<file path="config.mk">
export PLATFORM = sky130hd
export DESIGN_NAME = lcd_bias_clock_config
export DESIGN_NICKNAME = d
export VERILOG_FILES = /design/src/rtl/lcd_cfg_pkg.sv /design/src/rtl/lcd_clock_gen.sv /design/src/rtl/lcd_bias_ctrl.sv /design/src/rtl/lcd_bias_clock_config.sv
export SDC_FILE = /design/constraint.sdc
export NUM_CORES = 1
export LEC_CHECK = 0
export BUFFER_PORTS_ARGS = -buffer_cell sky130_fd_sc_hd__buf_2
export CAP_MARGIN = 20
export CORE_ASPECT_RATIO = 0.8
export CORE_MARGIN = 2
export CORE_UTILIZATION = 49
export CTS_CLUSTER_DIAMETER = 100
export CTS_CLUSTER_SIZE = 12
export DETAILED_ROUTE_END_ITERATION = 8
export HOLD_SLACK_MARGIN = 0.03
export PLACE_DENSITY = 0.76
export SLEW_MARGIN = 15
export SYNTH_ARGS = -nofsm -noshare
export SYNTH_HDL_FRONTEND = slang
export SYNTH_SLANG_ARGS = --single-unit
</file>
<file path="constraint.sdc">
create_clock -name clk -period 5.7 [get_ports clk]
set_input_delay 0.57 -clock clk [delete_from_list [all_inputs] [get_ports clk]]
set_output_delay 0.57 -clock clk [all_outputs]
set_load 0.01 [all_outputs]
</file>
<file path="src/rtl/lcd_cfg_pkg.sv">
// constants, field positions and carrier types for the lcd bias/clock block
// assumes a 32-bit apb slave with byte addresses, one register per word
package lcd_cfg_pkg;
    // register byte offsets
    localparam logic [11:0] REF_OFF  = 12'h000;
    localparam logic [11:0] CST_OFF  = 12'h004;
    localparam logic [11:0] CTRL_OFF = 12'h008;
    localparam logic [11:0] STAT_OFF = 12'h00c;
    localparam logic [11:0] SEG_BASE = 12'h010;
    localparam logic [11:0] PIX_BASE = 12'h020;
    localparam int          SEG_REGS = 3;
    localparam int          PIX_REGS = 12;
    // reference control fields
    localparam int REF_IRE = 7;
    localparam int REF_IRS = 6;
    localparam int REF_IRI = 5;
    localparam int REF_P3  = 3;
    localparam int REF_P2  = 2;
    localparam int REF_P1  = 1;
    localparam logic [7:0] REF_MASK  = 8'hee;
    localparam logic [7:0] CST_MASK  = 8'h07;
    localparam logic [7:0] REF_RESET = 8'h00;
    localparam logic [2:0] CST_RESET = 3'h0;
    // display control fields: prescale 3:0, source 5:4, half bias 6, commons 9:8
    localparam int CTRL_PS_LSB  = 0;
    localparam int CTRL_SRC_LSB = 4;
    localparam int CTRL_HALF    = 6;
    localparam int CTRL_MUX_LSB = 8;
    localparam logic [3:0] PS_RESET  = 4'h3;
    localparam logic [1:0] SRC_RESET = 2'h0;
    localparam logic [1:0] MUX_RESET = 2'h3;
    localparam logic [1:0] MUX_STATIC = 2'h0;
    localparam logic [1:0] MUX_QUAD   = 2'h3;
    // clock source codes
    localparam logic [1:0] SRC_SYS = 2'h0;
    localparam logic [1:0] SRC_SEC = 2'h1;
    localparam int SYS_DIV = 256;
    // status bits
    localparam int ST_RUN = 0;
    localparam int ST_ACT = 1;
    localparam int ST_REF = 2;
    localparam int ST_BUF = 3;

    typedef struct packed {
        logic        psel;
        logic        penable;
        logic        pwrite;
        logic [11:0] paddr;
        logic [31:0] pwdata;
    } apb_req_t;

    typedef struct packed {
        logic       ref_on;
        logic       src_fvr;
        logic       src_io;
        logic       fvr_buffer_on;
        logic       contrast_connected;
        logic [2:0] contrast_tap;
        logic       top_bias_pin_connect;
        logic       upper_mid_bias_pin_connect;
        logic       lower_mid_bias_pin_connect;
        logic       ladder_static;
        logic       ladder_half;
    } bias_out_t;
endpackage

</file>
<file path="src/rtl/lcd_clock_gen.sv">
// lcd clock source selection, fixed system divider and 4-bit prescaler
// assumes both oscillator inputs are asynchronous square waves far below clk
`timescale 1ns/100ps
`default_nettype none
module lcd_clock_gen
(
    input  wire logic       clk,
    input  wire logic       rst,
    input  wire logic [1:0] src_sel,
    input  wire logic [3:0] prescale,
    input  wire logic       cpu_sleep,
    input  wire logic       sec_osc_pin,
    input  wire logic       lfint_osc_pin,
    output logic            frame_tick,
    output logic            source_running
);
    logic [7:0] sys_cnt_reg;
    logic [2:0] sec_sync_reg;
    logic [2:0] lf_sync_reg;
    logic [3:0] pre_cnt_reg;
    logic       src_tick;
    logic       sys_tick;

    // fixed divide by 256, frozen while the processor sleeps
    always_ff @(posedge clk)
    begin
        if (rst)
            sys_cnt_reg <= 8'h00;
        else if (!cpu_sleep)
            sys_cnt_reg <= sys_cnt_reg + 8'h01; // RULE_13
    end
    assign sys_tick = !cpu_sleep && (sys_cnt_reg == 8'(lcd_cfg_pkg::SYS_DIV - 1)); // RULE_15

    // oscillator pins: two flops, third flop only for the edge detector
    always_ff @(posedge clk)
    begin
        if (rst)
        begin
            sec_sync_reg <= 3'h0;
            lf_sync_reg  <= 3'h0;
        end
        else
        begin
            sec_sync_reg <= {sec_sync_reg[1:0], sec_osc_pin};
            lf_sync_reg  <= {lf_sync_reg[1:0], lfint_osc_pin};
        end
    end

    // source mux; oscillator sources keep running in sleep
    always_comb
    begin
        if (src_sel == lcd_cfg_pkg::SRC_SYS)
            src_tick = sys_tick; // RULE_11 RULE_12
        else if (src_sel == lcd_cfg_pkg::SRC_SEC)
            src_tick = sec_sync_reg[1] && !sec_sync_reg[2]; // RULE_12
        else
            src_tick = lf_sync_reg[1] && !lf_sync_reg[2]; // RULE_12 RULE_15
    end

    // prescaler: divide by prescale+1; >= guards a ratio lowered mid-count
    always_ff @(posedge clk)
    begin
        if (rst)
        begin
            pre_cnt_reg <= 4'h0;
            frame_tick  <= 1'b0;
        end
        else
        begin
            frame_tick <= 1'b0;
            if (src_tick)
            begin
                if (pre_cnt_reg >= prescale) // RULE_16 RULE_17
                begin
                    pre_cnt_reg <= 4'h0;
                    frame_tick  <= 1'b1;
                end
                else
                    pre_cnt_reg <= pre_cnt_reg + 4'h1;
            end
        end
    end

    // running flag for status: sources that survive sleep
    always_ff @(posedge clk)
    begin
        if (rst)
            source_running <= 1'b0;
        else
            source_running <= !(cpu_sleep && src_sel == lcd_cfg_pkg::SRC_SYS);
    end

    a_sleep_stops_sys: assert property (@(posedge clk) disable iff (rst) // RULE_15
        (cpu_sleep && src_sel == lcd_cfg_pkg::SRC_SYS) |-> !src_tick)
        else $error("system divided source ticked during sleep");
    a_prescale_unity: assert property (@(posedge clk) disable iff (rst) // RULE_17
        (prescale == 4'h0 && src_tick) |=> frame_tick)
        else $error("ratio 1:1 did not pass a source tick");
    a_sys_div_period: assert property (@(posedge clk) disable iff (rst) // RULE_13
        (sys_tick && !cpu_sleep) |=> !sys_tick [*8])
        else $error("divided system source ticked too soon");
endmodule
`default_nettype wire

</file>
<file path="src/rtl/lcd_bias_ctrl.sv">
// reference, buffer, contrast and bias pin steering from the control bits
// assumes module_active and ladder_mode_b come from logic on the same clock
`timescale 1ns/100ps
`default_nettype none
module lcd_bias_ctrl
(
    input  wire logic                  clk,
    input  wire logic                  rst,
    input  wire logic [7:0]            ref_ctrl,
    input  wire logic [2:0]            contrast_field,
    input  wire logic [1:0]            commons,
    input  wire logic                  half_bias,
    input  wire logic                  module_active,
    input  wire logic                  ladder_mode_b,
    output lcd_cfg_pkg::bias_out_t     bias_out
);
    logic ref_on;

    // inactive module forces the reference off whatever the enable says
    assign ref_on = ref_ctrl[lcd_cfg_pkg::REF_IRE] && module_active; // RULE_01 RULE_20

    // all analog steering registered; pin direction controls are not touched here
    always_ff @(posedge clk)
    begin
        if (rst)
            bias_out <= '0;
        else
        begin
            bias_out.ref_on  <= ref_on; // RULE_01
            bias_out.src_fvr <= ref_on && ref_ctrl[lcd_cfg_pkg::REF_IRS]; // RULE_02
            bias_out.src_io  <= ref_on && !ref_ctrl[lcd_cfg_pkg::REF_IRS]; // RULE_03
            bias_out.fvr_buffer_on <= ref_on && ref_ctrl[lcd_cfg_pkg::REF_IRS]
                && !(ref_ctrl[lcd_cfg_pkg::REF_IRI] && ladder_mode_b); // RULE_04 RULE_05
            bias_out.contrast_connected <= ref_on; // RULE_04
            bias_out.contrast_tap <= ref_on ? contrast_field : 3'h0; // RULE_08
            // pin links are independent of the internal reference
            bias_out.top_bias_pin_connect <= ref_ctrl[lcd_cfg_pkg::REF_P3]; // RULE_06 RULE_07 RULE_19
            bias_out.upper_mid_bias_pin_connect <= ref_ctrl[lcd_cfg_pkg::REF_P2]; // RULE_06
            bias_out.lower_mid_bias_pin_connect <= ref_ctrl[lcd_cfg_pkg::REF_P1]; // RULE_06
            // static: two levels, half: middle resistor shorted, else four levels
            bias_out.ladder_static <= commons == lcd_cfg_pkg::MUX_STATIC; // RULE_18
            bias_out.ladder_half <= commons != lcd_cfg_pkg::MUX_STATIC
                && commons != lcd_cfg_pkg::MUX_QUAD && half_bias; // RULE_18
        end
    end

    a_ref_off_idle: assert property (@(posedge clk) disable iff (rst) // RULE_20
        !module_active |=> !bias_out.ref_on && !bias_out.contrast_connected)
        else $error("reference stayed on while module inactive");
    a_buffer_gate: assert property (@(posedge clk) disable iff (rst) // RULE_05
        (ref_ctrl[lcd_cfg_pkg::REF_IRI] && ladder_mode_b) |=> !bias_out.fvr_buffer_on)
        else $error("reference buffer on in idle mode b");
    a_source_exclusive: assert property (@(posedge clk) disable iff (rst) // RULE_03
        (ref_on && !ref_ctrl[lcd_cfg_pkg::REF_IRS]) |=> bias_out.src_io && !bias_out.src_fvr)
        else $error("io rail source not chosen");
endmodule
`default_nettype wire

</file>
<file path="src/rtl/lcd_bias_clock_config.sv">
// top of the lcd bias and clock configuration block with its apb register file
// assumes apb master on clk; oscillator pins asynchronous; sleep and active on clk
`timescale 1ns/100ps
`default_nettype none
// Notes on behaviour
// [RULE_01] reference enable bit 7 turns the internal reference on and feeds contrast.
// [RULE_02] source bit 6 set powers contrast from the fixed reference output.
// [RULE_03] source bit clear powers contrast from the io supply rail.
// [RULE_04] enable clear leaves contrast unconnected and its buffer disabled.
// [RULE_05] idle bit 5 with ladder in mode b disables the reference buffer.
// [RULE_06] bits 3,2,1 each connect one external bias pin to its level.
// [RULE_07] bias pin links never change pin direction or analog select.
// [RULE_08] 3-bit contrast code n sets ladder to n/7 of full resistance.
// [RULE_09] segment enable bit set gives the pin to lcd, clear to io.
// [RULE_10] pixel bit set means dark; contents are not reset.
// [RULE_11] three clock sources chosen by a 2-bit field.
// [RULE_12] code 00 system/256, 01 secondary crystal, 1x low-frequency oscillator.
// [RULE_13] the divide by 256 is fixed; only the prescaler adjusts rate.
// [RULE_14] software should enable the secondary oscillator before selecting it.
// [RULE_15] oscillator sources run in sleep; divided system source stops.
// [RULE_16] 4-bit hidden prescale counter, ratio 1:1 to 1:16.
// [RULE_17] prescale value n divides by n+1.
// [RULE_18] static, half and third bias with two, three, four levels.
// [RULE_19] internal contrast and ladder may be used with external bias pins.
// [RULE_20] inactive module forces the internal reference off.
// [RULE_21] unimplemented reference and contrast bits read zero, ignore writes.
module lcd_bias_clock_config
#(
    parameter int SEG_REGS = lcd_cfg_pkg::SEG_REGS,
    parameter int PIX_REGS = lcd_cfg_pkg::PIX_REGS
)
(
    input  wire logic                  clk,
    input  wire logic                  rst,
    input  wire lcd_cfg_pkg::apb_req_t apb_req,
    output logic [31:0]                prdata,
    output logic                       pready,
    output logic                       pslverr,
    input  wire logic                  cpu_sleep,
    input  wire logic                  module_active_flag,
    input  wire logic                  ladder_mode_b,
    input  wire logic                  secondary_crystal_oscillator,
    input  wire logic                  low_freq_internal_oscillator,
    output lcd_cfg_pkg::bias_out_t     bias_out,
    output logic                       frame_tick,
    output logic [8*SEG_REGS-1:0]      segment_pin_enable_bit,
    output logic [8*PIX_REGS-1:0]      pixel_on_bit
);
    logic [7:0]            ref_reg;
    logic [2:0]            cst_reg;
    logic [3:0]            prescale_select;
    logic [1:0]            clk_src_reg;
    logic                  half_bias_reg;
    logic [1:0]            commons_reg;
    logic [7:0]            seg_reg [SEG_REGS];
    logic [7:0]            pix_mem [PIX_REGS];
    logic                  source_running;
    logic                  access;
    logic                  wr_en;
    logic [31:0]           rd_next;
    logic                  err_next;
    int                    seg_idx;
    int                    pix_idx;

    // index of a word inside a register bank, or -1 when outside it
    function automatic int bank_index(input logic [11:0] addr,
                                      input logic [11:0] base,
                                      input int          count);
        int idx;
        idx = -1;
        if (addr[1:0] == 2'h0 && addr >= base && addr < base + 12'(4 * count))
            idx = int'((addr - base) >> 2);
        return idx;
    endfunction

    // bank decode shared by the read mux and both write banks
    assign seg_idx = bank_index(apb_req.paddr, lcd_cfg_pkg::SEG_BASE, SEG_REGS);
    assign pix_idx = bank_index(apb_req.paddr, lcd_cfg_pkg::PIX_BASE, PIX_REGS);

    // first access cycle samples, second completes: one wait state per transfer
    assign access = apb_req.psel && apb_req.penable;
    assign wr_en  = access && pready && apb_req.pwrite;

    // ready pulses for one cycle, but a request held on after ready completes again two cycles later
    always_ff @(posedge clk)
    begin
        if (rst)
            pready <= 1'b0;
        else
            pready <= access && !pready;
    end

    // read mux and unmapped decode
    always_comb
    begin
        rd_next  = 32'h0000_0000;
        err_next = 1'b0;
        case (apb_req.paddr)
            lcd_cfg_pkg::REF_OFF:
                rd_next[7:0] = ref_reg & lcd_cfg_pkg::REF_MASK; // RULE_21
            lcd_cfg_pkg::CST_OFF:
                rd_next[2:0] = cst_reg; // RULE_21
            lcd_cfg_pkg::CTRL_OFF:
            begin
                rd_next[lcd_cfg_pkg::CTRL_PS_LSB +: 4]  = prescale_select;
                rd_next[lcd_cfg_pkg::CTRL_SRC_LSB +: 2] = clk_src_reg;
                rd_next[lcd_cfg_pkg::CTRL_HALF]         = half_bias_reg;
                rd_next[lcd_cfg_pkg::CTRL_MUX_LSB +: 2] = commons_reg;
            end
            lcd_cfg_pkg::STAT_OFF:
            begin
                rd_next[lcd_cfg_pkg::ST_RUN] = source_running;
                rd_next[lcd_cfg_pkg::ST_ACT] = module_active_flag;
                rd_next[lcd_cfg_pkg::ST_REF] = bias_out.ref_on;
                rd_next[lcd_cfg_pkg::ST_BUF] = bias_out.fvr_buffer_on;
            end
            default:
            begin
                if (seg_idx >= 0)
                    rd_next[7:0] = seg_reg[seg_idx];
                else if (pix_idx >= 0)
                    rd_next[7:0] = pix_mem[pix_idx];
                else
                    err_next = 1'b1;
            end
        endcase
    end

    // read data and error held with ready; zero otherwise
    always_ff @(posedge clk)
    begin
        if (rst)
        begin
            prdata  <= 32'h0000_0000;
            pslverr <= 1'b0;
        end
        else if (access && !pready)
        begin
            prdata  <= apb_req.pwrite ? 32'h0000_0000 : rd_next;
            pslverr <= err_next;
        end
        else
        begin
            prdata  <= 32'h0000_0000;
            pslverr <= 1'b0;
        end
    end

    // reference and contrast registers; unimplemented bits never stored
    always_ff @(posedge clk)
    begin
        if (rst)
        begin
            ref_reg <= lcd_cfg_pkg::REF_RESET;
            cst_reg <= lcd_cfg_pkg::CST_RESET;
        end
        else if (wr_en && apb_req.paddr == lcd_cfg_pkg::REF_OFF)
            ref_reg <= apb_req.pwdata[7:0] & lcd_cfg_pkg::REF_MASK; // RULE_21
        else if (wr_en && apb_req.paddr == lcd_cfg_pkg::CST_OFF)
            cst_reg <= apb_req.pwdata[2:0]; // RULE_08 RULE_21
    end

    // display control: source, prescale, commons and bias choice
    always_ff @(posedge clk)
    begin
        if (rst)
        begin
            prescale_select <= lcd_cfg_pkg::PS_RESET;
            clk_src_reg     <= lcd_cfg_pkg::SRC_RESET;
            half_bias_reg   <= 1'b0;
            commons_reg     <= lcd_cfg_pkg::MUX_RESET;
        end
        else if (wr_en && apb_req.paddr == lcd_cfg_pkg::CTRL_OFF)
        begin
            prescale_select <= apb_req.pwdata[lcd_cfg_pkg::CTRL_PS_LSB +: 4]; // RULE_16
            clk_src_reg     <= apb_req.pwdata[lcd_cfg_pkg::CTRL_SRC_LSB +: 2]; // RULE_11
            half_bias_reg   <= apb_req.pwdata[lcd_cfg_pkg::CTRL_HALF]; // RULE_18
            commons_reg     <= apb_req.pwdata[lcd_cfg_pkg::CTRL_MUX_LSB +: 2];
        end
    end

    // segment enables: pin to lcd when set, to io when clear
    always_ff @(posedge clk)
    begin
        if (rst)
        begin
            for (int i = 0; i < SEG_REGS; i++)
                seg_reg[i] <= 8'h00;
        end
        else if (wr_en && seg_idx >= 0)
            seg_reg[seg_idx] <= apb_req.pwdata[7:0]; // RULE_09
    end

    // pixel memory deliberately has no reset: contents survive any reset
    always_ff @(posedge clk)
    begin
        if (wr_en && pix_idx >= 0)
            pix_mem[pix_idx] <= apb_req.pwdata[7:0]; // RULE_10
    end

    // flatten banks to pins; bit set means lcd function / dark pixel
    always_comb
    begin
        for (int i = 0; i < SEG_REGS; i++)
            segment_pin_enable_bit[8*i +: 8] = seg_reg[i]; // RULE_09
        for (int i = 0; i < PIX_REGS; i++)
            pixel_on_bit[8*i +: 8] = pix_mem[i]; // RULE_10
    end

    // software must start the secondary oscillator itself; no check made here
    lcd_clock_gen u_clock
    (
        .clk            (clk),
        .rst            (rst),
        .src_sel        (clk_src_reg),
        .prescale       (prescale_select),
        .cpu_sleep      (cpu_sleep),
        .sec_osc_pin    (secondary_crystal_oscillator),
        .lfint_osc_pin  (low_freq_internal_oscillator),
        .frame_tick     (frame_tick),
        .source_running (source_running)
    );

    lcd_bias_ctrl u_bias
    (
        .clk            (clk),
        .rst            (rst),
        .ref_ctrl       (ref_reg),
        .contrast_field (cst_reg),
        .commons        (commons_reg),
        .half_bias      (half_bias_reg),
        .module_active  (module_active_flag),
        .ladder_mode_b  (ladder_mode_b),
        .bias_out       (bias_out)
    );

    a_ref_read_zero: assert property (@(posedge clk) disable iff (rst) // RULE_21
        (pready && !apb_req.pwrite && apb_req.paddr == lcd_cfg_pkg::REF_OFF)
        |-> (prdata[4] == 1'b0 && prdata[0] == 1'b0))
        else $error("unimplemented reference bit read nonzero");
    a_cst_write: assert property (@(posedge clk) disable iff (rst) // RULE_08
        (wr_en && apb_req.paddr == lcd_cfg_pkg::CST_OFF)
        |=> cst_reg == $past(apb_req.pwdata[2:0]))
        else $error("contrast write not stored");
    a_ready_single: assert property (@(posedge clk) disable iff (rst)
        pready |=> !pready)
        else $error("ready held two cycles");
    a_ref_enable_follow: assert property (@(posedge clk) disable iff (rst) // RULE_01
        (ref_reg[lcd_cfg_pkg::REF_IRE] && module_active_flag) [*2] |-> bias_out.ref_on)
        else $error("reference not on while enabled and active");
    a_pin_follow: assert property (@(posedge clk) disable iff (rst) // RULE_06
        $changed(ref_reg[lcd_cfg_pkg::REF_P3])
        |=> bias_out.top_bias_pin_connect == $past(ref_reg[lcd_cfg_pkg::REF_P3]))
        else $error("top bias pin link does not follow its bit");

    // bank and control writes show up one cycle after they land
    a_seg_write: assert property (@(posedge clk) disable iff (rst) // RULE_09
        (wr_en && apb_req.paddr == lcd_cfg_pkg::SEG_BASE)
        |=> segment_pin_enable_bit[7:0] == $past(apb_req.pwdata[7:0]))
        else $error("segment enable write lost");

    a_pixel_write: assert property (@(posedge clk) disable iff (rst) // RULE_10
        (wr_en && apb_req.paddr == lcd_cfg_pkg::PIX_BASE)
        |=> pixel_on_bit[7:0] == $past(apb_req.pwdata[7:0]))
        else $error("pixel write lost");

    a_ctrl_write: assert property (@(posedge clk) disable iff (rst) // RULE_16
        (wr_en && apb_req.paddr == lcd_cfg_pkg::CTRL_OFF)
        |=> prescale_select == $past(apb_req.pwdata[lcd_cfg_pkg::CTRL_PS_LSB +: 4]))
        else $error("prescale write lost");

    // a refused or idle cycle must never leak read data
    a_err_no_data: assert property (@(posedge clk) disable iff (rst)
        pslverr |-> pready && prdata == 32'h0000_0000)
        else $error("error response carried data");

    a_idle_quiet: assert property (@(posedge clk) disable iff (rst)
        !pready |-> prdata == 32'h0000_0000 && !pslverr)
        else $error("bus answer outside ready cycle");

    a_cst_read_zero: assert property (@(posedge clk) disable iff (rst) // RULE_21
        (pready && !apb_req.pwrite && apb_req.paddr == lcd_cfg_pkg::CST_OFF)
        |-> prdata[31:3] == 29'h0)
        else $error("unimplemented contrast bit read nonzero");

    // sleep on the divided system source stops frames; oscillators do not
    a_sleep_no_frame: assert property (@(posedge clk) disable iff (rst) // RULE_15
        (cpu_sleep && clk_src_reg == lcd_cfg_pkg::SRC_SYS) |=> !frame_tick)
        else $error("frame tick from system source in sleep");

    a_idle_no_buffer: assert property (@(posedge clk) disable iff (rst) // RULE_20
        !module_active_flag |=> !bias_out.fvr_buffer_on && bias_out.contrast_tap == 3'h0)
        else $error("buffer or contrast live while inactive");

    a_pin_links: assert property (@(posedge clk) disable iff (rst) // RULE_06 RULE_07
        ##1 bias_out.upper_mid_bias_pin_connect == $past(ref_reg[lcd_cfg_pkg::REF_P2])
        && bias_out.lower_mid_bias_pin_connect == $past(ref_reg[lcd_cfg_pkg::REF_P1]))
        else $error("middle bias pin links do not follow bits");

    a_contrast_tap: assert property (@(posedge clk) disable iff (rst) // RULE_08
        (ref_reg[lcd_cfg_pkg::REF_IRE] && module_active_flag)
        |=> bias_out.contrast_tap == $past(cst_reg))
        else $error("contrast tap does not follow field");
endmodule
`default_nettype wire

</file>
* Yosys cells after proc, flatten, opt, wreduce, memory -nomap -nowiden
Memory sizes are Yosys's and may differ from the RTL's. Cells that the tools add are included.
Word-level totals: output and inout bits 168, register bits after elaboration 84, logic and storage cells 120, input bits 54, bits in writable memories 120, memories kept 2
Memories:
- pix_mem | depth 12, bits a word 8, rd ports 13, clocked after memory_dff 0, write ports 1, line lcd_bias_clock_config.sv:56 | logic [7:0] pix_mem [PIX_REGS];
- seg_reg | depth 3, bits a word 8, rd ports 4, clocked after memory_dff 0, write ports 3, line lcd_bias_clock_config.sv:55 | logic [7:0] seg_reg [SEG_REGS];
Cells by class: $lt $le $gt $ge 7, muxes and demuxes 23, bitwise gates (word level) 5, $add $sub $neg 4, reductions and logical operators 46, eq/ne operators 6
Operators by type and width (count):
- $ge A32 B1 Y1 const B | 2
- $mux W32 | 2
- $eq A12 B4 Y1 const B | 2
- $logic_and A1 B1 Y1 | 24
- $mux W8 | 3
- $sub A12 B5 Y13 const B | 1
- $sub A12 B6 Y13 const B | 1
- $eq A12 B3 Y1 const B | 1
- $ge A12 B5 Y1 const B | 1
- $ge A12 B6 Y1 const B | 1
- $logic_not A12 Y1 | 1
- $lt A12 B5 Y1 const B | 1
- $lt A12 B7 Y1 const B | 1
- $mux W1 | 12
- $pmux W3 S4 | 1
- $pmux W3 S3 | 1
- $add A8 B1 Y8 const B | 1
- $eq A8 B8 Y1 const B | 1
- $reduce_or A2 Y1 | 4
- $reduce_or A8 Y1 | 1
- $logic_not A1 Y1 | 7
- $reduce_or A7 Y1 | 1
- $logic_not A2 Y1 | 3
- $reduce_or A3 Y1 | 2
- other kinds (12) | 16

* Logic depth before layout (Yosys ltp)
Gate-level depths: netlist of the first run.
depth in word-level cells 11, depth in mapped cells 8, depth with buffers taken out 7

* By module
Synthesis of the first run repeated with hierarchy kept, for this count alone.
Second synthesis, totals: cells, all modules 637, area, all modules 7778.7 um^2
By module, submodules not included:
- lcd_bias_clock_config | seq. area each 4204.0 um^2, cells each 510, area an instance 6496.2 um^2, times used 1
- lcd_clock_gen | seq. area each 400.4 um^2, cells each 96, area an instance 915.9 um^2, times used 1
- lcd_bias_ctrl | seq. area each 240.2 um^2, cells each 31, area an instance 366.6 um^2, times used 1

* Worst setup path before layout of the first run
OpenSTA, ideal clock, no wires.
path kind in2reg, start input port apb_req[33] (netlist name), end memory pix_mem[4][0] (enable), path buffers 1, library setup time 0.383 ns, data arrival time 2.402 ns, data required time 5.317 ns, setup slack 2.915 ns, stages on the path 6, path through or4_4 a211oi_4 buf_6 and2b_1 nand3_1 nor3_1
Between the ends: longest elaborated chain between the ends 8, elaborated cells between the ends (all ways) 11, classes of those cells 1 x add/sub; 3 x order compare; 3 x mux; 4 x reduce/logical
RTL lines:
- start, declared | line lcd_bias_clock_config.sv:35 | input wire lcd_cfg_pkg::apb_req_t apb_req,
- $ge A12 B6 Y1 or $logic_not A2 Y1 (tied branches) | line lcd_bias_clock_config.sv:71 | if (addr[1:0] == 2'h0 && addr >= base && addr < base + 12'(4 * count))
- $logic_and A1 B1 Y1 (2 in a row) | line lcd_bias_clock_config.sv:71
- $mux W32 (*) | line lcd_bias_clock_config.sv:71
- $ge A32 B1 Y1 | line lcd_bias_clock_config.sv:197 | if (wr_en && pix_idx >= 0)
- $logic_and A1 B1 Y1 | line lcd_bias_clock_config.sv:197
- $mux W1 | line lcd_bias_clock_config.sv:197
- $mux W1 (not written as such) | line lcd_bias_clock_config.sv:198 | pix_mem[pix_idx] <= apb_req.pwdata[7:0];
- end, declared | line lcd_bias_clock_config.sv:56
Every way passes the cells marked *; elsewhere a longest branch is shown, timed or not.

* Worst setup path in the final report of the first run
start input port apb_req[36] (netlist name), end memory pix_mem[2][7] (enable)
Between the ends: longest elaborated chain between the ends 8, elaborated cells between the ends (all ways) 10, classes of those cells 1 x add/sub; 3 x order compare; 3 x mux; 3 x reduce/logical
RTL lines (line):
- $ge A12 B6 Y1 | lcd_bias_clock_config.sv:71
- $logic_and A1 B1 Y1 (2 in a row) | lcd_bias_clock_config.sv:71
- $mux W32 (*) | lcd_bias_clock_config.sv:71
- $ge A32 B1 Y1 | lcd_bias_clock_config.sv:197
- $logic_and A1 B1 Y1 | lcd_bias_clock_config.sv:197
- $mux W1 | lcd_bias_clock_config.sv:197
- $mux W1 (not written as such) | lcd_bias_clock_config.sv:198
Marked as above.

==> impl_metrics.env, run 1 <==
export IMPL_yosys_warnings=0
export IMPL_p_per_area_nw_per_um2=290
export IMPL_antenna_found_initial=1
export IMPL_hold_viol=0
export IMPL_viasPerCell=5.62
export IMPL_p_leak_uw=0.00373
export IMPL_diodes=0
export IMPL_crit_fanout=23
export IMPL_clk_pin_slew_ns=0.07
export IMPL_rows=41
export IMPL_min_from="ladder_mode_b"
export IMPL_htree_levels=4
export IMPL_p_total_uw=2700
export IMPL_die_area_um2=17000
export IMPL_fin_area_um2=9320
export IMPL_vias=5453
export IMPL_syn_area_um2=7800
export IMPL_fin_nets=804
export IMPL_grt_pass1_vias=5159
export IMPL_dpl_cell_area_um2=8760
export IMPL_worstSkewPairLatency_ns=0.44
export IMPL_dp_final_hpwl_um=14200
export IMPL_tritoncts="built"
export IMPL_slew_viol_final=0
export IMPL_die_h_um=117
export IMPL_postSynthCellCount=570
export IMPL_timing_final_crit_share_pct=52.1
export IMPL_startpoint_type="input port"
export IMPL_drtIter0Drc=471
export IMPL_ctsHoldBuffers=0
export IMPL_grt_pass1_wl_um=30100
export IMPL_syn_avg_cell_area_um2=13.7
export IMPL_hold_path_cell_count=2
export IMPL_final_cell_mix="buf_2, edfxtp_1, dfxtp_1, nor2_1, mux2i_1"
export IMPL_globalplace_congestion=0.879
export IMPL_largest_reg_flops=99
export IMPL_cts_max_path_buffers=2
export IMPL_synth_async_reset_ratio_pct=0
export IMPL_postRouteWirelength_um=20300
export IMPL_final_common_cell="buf_2"
export IMPL_synth_lib_cells_used_distinct=63
export IMPL_clock_root_buffer="clkbuf_16"
export IMPL_min_period_ns=2.97
export IMPL_core_area_um2=15700
export IMPL_cts_resized=0
export IMPL_cts_made_buffers=17
export IMPL_drive_above_1_share_pct=33.9
export IMPL_grt_max_degree=54
export IMPL_r2r_end="pix_mem[2][7]"
export IMPL_critPathRequiredTime_ns=5.76
export IMPL_postCtsSetupRepairBufs=0
export IMPL_synth_edf_count=123
export IMPL_syn_to_final_growth_pct=19.4
export IMPL_die_w_um=145
export IMPL_fmax_ghz=0.337
export IMPL_rsz0062_at_grt="false"
export IMPL_crit_type="in2reg"
export IMPL_cp_arrival_ns=3.03
export IMPL_initial_core_util_pct=49.7
export IMPL_end_kind="register"
export IMPL_setup_violations=0
export IMPL_setup_tns_ns=0
export IMPL_clock_skew_ns=0.0120
export IMPL_slew_headroom_pct=34.2
export IMPL_place_ws_ns=2.07
export IMPL_grt_usage_pct=23.9
export IMPL_seq_area_frac_synth_pct=63.2
export IMPL_ant_nets=0
export IMPL_grt_ovfl_total=0
export IMPL_dr_pass1_iters=5
export IMPL_cap_violations=0
export IMPL_ys_seq_elements=185
export IMPL_r2r_start="pready"
export IMPL_ir_worst_vdd_uv=233
export IMPL_status="completed"
export IMPL_worst_hold_path_endpoint="u_bias.bias_out[9]"
export IMPL_drc=0
export IMPL_reg2reg_slack_ns=3.04
export IMPL_hold_class="in2reg"
export IMPL_cts_sinks=185
export IMPL_synth_flop_cell="edfxtp_1"
export IMPL_wl_per_cell_um=20.9
export IMPL_tightest_slew_ns=0.987
export IMPL_portBuffers=177
export IMPL_ff2ff_path_depth=4
export IMPL_setup_ws_ns=2.73
export IMPL_design_portCount=222
logic make-up (layout without fill, tap and decap cells):
group / after synthesis / in the layout / share of synthesized area [%]
flops: 185 / 185 / 63.2
mux: 61 / 61 / 11.0
simple gates: 182 / 182 / 13.5
xor+xnor: 7 / 7 / 0.786
fa+ha+maj: 7 / 7 / 1.12
compound gates: 67 / 67 / 5.95
other cells: 1 / 25 / 0.0481
buf+inv: 60 / 222 / 4.39
synth_stat cells (all sizes together) (4+ instances only):
library cell  instances  area share, %
a21oi                15           0.96
a221oi                4           0.45
a31oi                 4           0.32
and2                 28            2.2
and3                  6           0.48
buf                  40            3.4
clkbuf               11           0.53
dfxtp                62             16
edfxtp              123             47
ha                    7            1.1
inv                   9           0.43
mux2                  8            1.2
mux2i                34            4.4
mux4                 19            5.5
nand2                24            1.2
nand2b               10           0.80
nand3                 9           0.58
nand3b                5           0.48
nor2                 43            2.1
nor2b                15            1.2
nor3                 15           0.96
nor4                  6            1.1
o21ai                16            1.1
o22ai                 4           0.32
or3                   7           0.63
xor2                  4           0.45
cell type report:
type	count	area [µm²]
Clock buffer	18	439
Clock inverter	14	108
Fill cell	1225	6380
Inverter	9	33.8
Multi-Input combinational cell	349	2620
Sequential cell	185	4930
Tap cell	215	269
Timing Repair Buffer	181	913
worst max-delay path: stages:
cell and delay, ns:
buf_2 0.23, or3b_4 0.47, a211oi_4 0.59, and2b_1 0.26, nand3_1 0.18, nor2_1 0.71
through the flow:
step	hold slack, ns	util [%]	std cells
2_1_floorplan	0.414	-	594
3_3_place_gp	0.424	55.8	938
3_5_place_dp	0.431	55.8	938
4_1_cts	0.325	59.3	970
5_1_grt	0.323	59.4	971
6_report	0.333	59.4	971
where the power goes:
group | internal (µW) | total, µW | leakage [µW] | switching, µW
Combinational | 49.0 | 148 | 0.00180 | 98.8
Sequential | 1440 | 1450 | 0.00164 | 8.38
Clock | 594 | 1110 | 0.000285 | 512
Total | 2080 | 2700 | 0.00373 | 619
routing by layer:
| layer | part of all wire [%] | global-route usage [%] | vias to the layer above | routed length [µm] |
|---|---|---|---|---|
| met5 | 0.064 | 0 | - | 13 |
| met2 | 45 | 36.5 | 302 | 9110 |
| met1 | 42 | 32.4 | 2679 | 8560 |
| met3 | 10 | 8.41 | 40 | 2120 |
| li1 | - | - | 2430 | - |
| met4 | 2.3 | 8.24 | 2 | 468 |
worst max path at each step:
stage,slack [ns],from,endpoint,depth (start not counted)
after global placement,2.14,apb_req[37],pix_mem[4][5],6
after detailed placement,2.07,apb_req[37],pix_mem[0][6],6
final,2.73,apb_req[36],pix_mem[2][7],6
after CTS,2.54,apb_req[36],pix_mem[0][1],6
after floorplan,2.91,apb_req[33],pix_mem[4][0],6
after global routing,2.59,apb_req[36],pix_mem[2][5],6
Note: power is estimated with default switching activity, not from simulation.
==> inputs of run 2 (changes only) <==
Clock period 5.7 ns to 2.9 ns, I/O delays scaled along.
==> impl_metrics.env, run 2 (synthesis results as in run 1) <==
export IMPL_status="completed"
export IMPL_hold_viol=0
export IMPL_viasPerCell=5.54
export IMPL_grt_pass1_vias=5214
export IMPL_path_cells="inv_1 > ha_1 > nand2b_1 > a2111oi_0 > or3_1 > or4b_1 > a31oi_1"
export IMPL_grt_max_degree=54
export IMPL_design_portCount=222
export IMPL_rows=41
export IMPL_fmax_ghz=0.430
export IMPL_syn_to_final_growth_pct=21.7
export IMPL_end_kind="register"
export IMPL_r2r_start="u_clock.pre_cnt_reg[0]"
export IMPL_p_leak_uw=0.00384
export IMPL_clock_root_buffer="clkbuf_16"
export IMPL_hold_class="in2reg"
export IMPL_cts_max_path_buffers=2
export IMPL_min_period_ns=2.33
export IMPL_crit_end="u_clock.pre_cnt_reg[3]"
export IMPL_core_area_um2=15700
export IMPL_cts_made_buffers=17
export IMPL_ir_worst_vdd_uv=646
export IMPL_crit_buf_inv=1
export IMPL_crit_fanout=7
export IMPL_crit_type="reg2reg"
export IMPL_worstSkewPairLatency_ns=0.42
export IMPL_fin_area_um2=9500
export IMPL_initial_core_util_pct=49.7
export IMPL_antenna_found_initial=2
export IMPL_drive_above_1_share_pct=35.4
export IMPL_postCtsSetupRepairBufs=0
export IMPL_grt_ovfl_total=0
export IMPL_slew_headroom_pct=32.4
export IMPL_cp_slowest_cell="or4b_1"
export IMPL_die_area_um2=17000
export IMPL_dpl_cell_area_um2=8940
export IMPL_largest_reg_flops=99
export IMPL_timing_final_crit_share_pct=80.2
export IMPL_slew_viol_final=0
export IMPL_cap_violations=0
export IMPL_setup_violations=0
export IMPL_clock_skew_ns=0.00781
export IMPL_min_from="ladder_mode_b"
export IMPL_wl_per_cell_um=20.6
export IMPL_startpoint_type="register"
export IMPL_cp_depth=7
export IMPL_setup_tns_ns=0
export IMPL_r2r_end="u_clock.pre_cnt_reg[3]"
export IMPL_ctsHoldBuffers=0
export IMPL_globalplace_congestion=0.928
export IMPL_drc=0
export IMPL_drtIter0Drc=544
export IMPL_ff2ff_path_depth=7
export IMPL_dp_final_hpwl_um=14700
export IMPL_tightest_slew_ns=1.01
export IMPL_crit_start="u_clock.pre_cnt_reg[0]"
export IMPL_htree_levels=4
export IMPL_cp_arrival_ns=2.66
export IMPL_max_stage_delay_ns=0.46
export IMPL_clk_pin_slew_ns=0.07
export IMPL_postRouteWirelength_um=20500
export IMPL_critPathRequiredTime_ns=3.24
export IMPL_vias=5517
export IMPL_p_per_area_nw_per_um2=558
export IMPL_fin_nets=827
export IMPL_final_common_cell="buf_2"
export IMPL_rsz0062_at_grt="false"
export IMPL_final_cell_mix="buf_2, edfxtp_1, dfxtp_1, nor2_1, mux2i_1"
export IMPL_dr_pass1_iters=5
export IMPL_tritoncts="built"
export IMPL_fillers=1242
export IMPL_portBuffers=177
export IMPL_cts_resized=0
export IMPL_grt_usage_pct=24.1
export IMPL_grt_pass1_wl_um=30300
export IMPL_crit_family="simple AND/OR/NAND/NOR gates"
export IMPL_die_w_um=145
export IMPL_reg2reg_slack_ns=0.57
export IMPL_cts_sinks=185
export IMPL_die_h_um=117
export IMPL_ant_nets=0
run 2: cell count changes in the layout (fill, tap and decap cells not counted), sizes merged:
cell	change
buf	+24
bufinv	-1
clkbuf	+2
clkinv	-2
clkinvlp	+1
diode	+1
inv	-1
run 2: metal layers:
metal	up-vias	routed length [µm]	share of wire (%)	track usage, %
met2	284	9570	47	38.9
met4	2	283	1.4	5.95
li1	2473	-	-	-
met3	25	1970	9.6	7.52
met5	-	13	0.064	0
met1	2733	8610	42	32.5
run 2: cell type report:
class / instances / area, µm² / share of cell area (%)
Clock buffer: 21 / 472 / 4.97
Inverter: 9 / 33.8 / 0.356
Tap cell: 215 / 269 / 2.83
Multi-Input combinational cell: 349 / 2620 / 27.5
Antenna cell: 1 / 2.50 / 0.0263
Clock inverter: 11 / 83.8 / 0.882
Timing Repair Buffer: 204 / 1090 / 11.5
Sequential cell: 185 / 4930 / 51.9
run 2: metrics by stage:
stage	power (µW)	setup slack [ns]	hold slack (ns)	instances	utilization [%]
after CTS	5330	0.620	0.0468	994	60.5
after detailed placement	3200	0.433	0.430	962	57.0
after global routing	5460	0.390	0.0639	995	60.5
after global placement	3190	0.465	0.425	962	57.0
after floorplan	3100	0.395	0.382	594	-
final	5300	0.574	0.0615	995	60.5
run 2: report_power, final:
part | internal [µW] | leakage, µW | switching [µW]
Clock | 1180 | 0.000275 | 974
Sequential | 2830 | 0.00164 | 16.7
Combinational | 102 | 0.00192 | 194
run 2: worst min-delay path by stage:
stage / cells past startpoint / endpoint
2_1_floorplan: 1 / u_clock.source_running
3_3_place_gp: 1 / u_clock.sec_sync_reg[1]
3_5_place_dp: 1 / u_clock.sec_sync_reg[1]
4_1_cts: 2 / u_bias.bias_out[9]
5_1_grt: 2 / u_bias.bias_out[9]
6_report: 2 / u_bias.bias_out[9]
run 2: worst reg2reg max path, cell delays in order (launching register included):
cell and delay [ns]:
dfxtp_1 0.40, inv_1 0.07, ha_1 0.26, nand2b_1 0.14, a2111oi_0 0.44, or3_1 0.29, or4b_1 0.46, a31oi_1 0.18
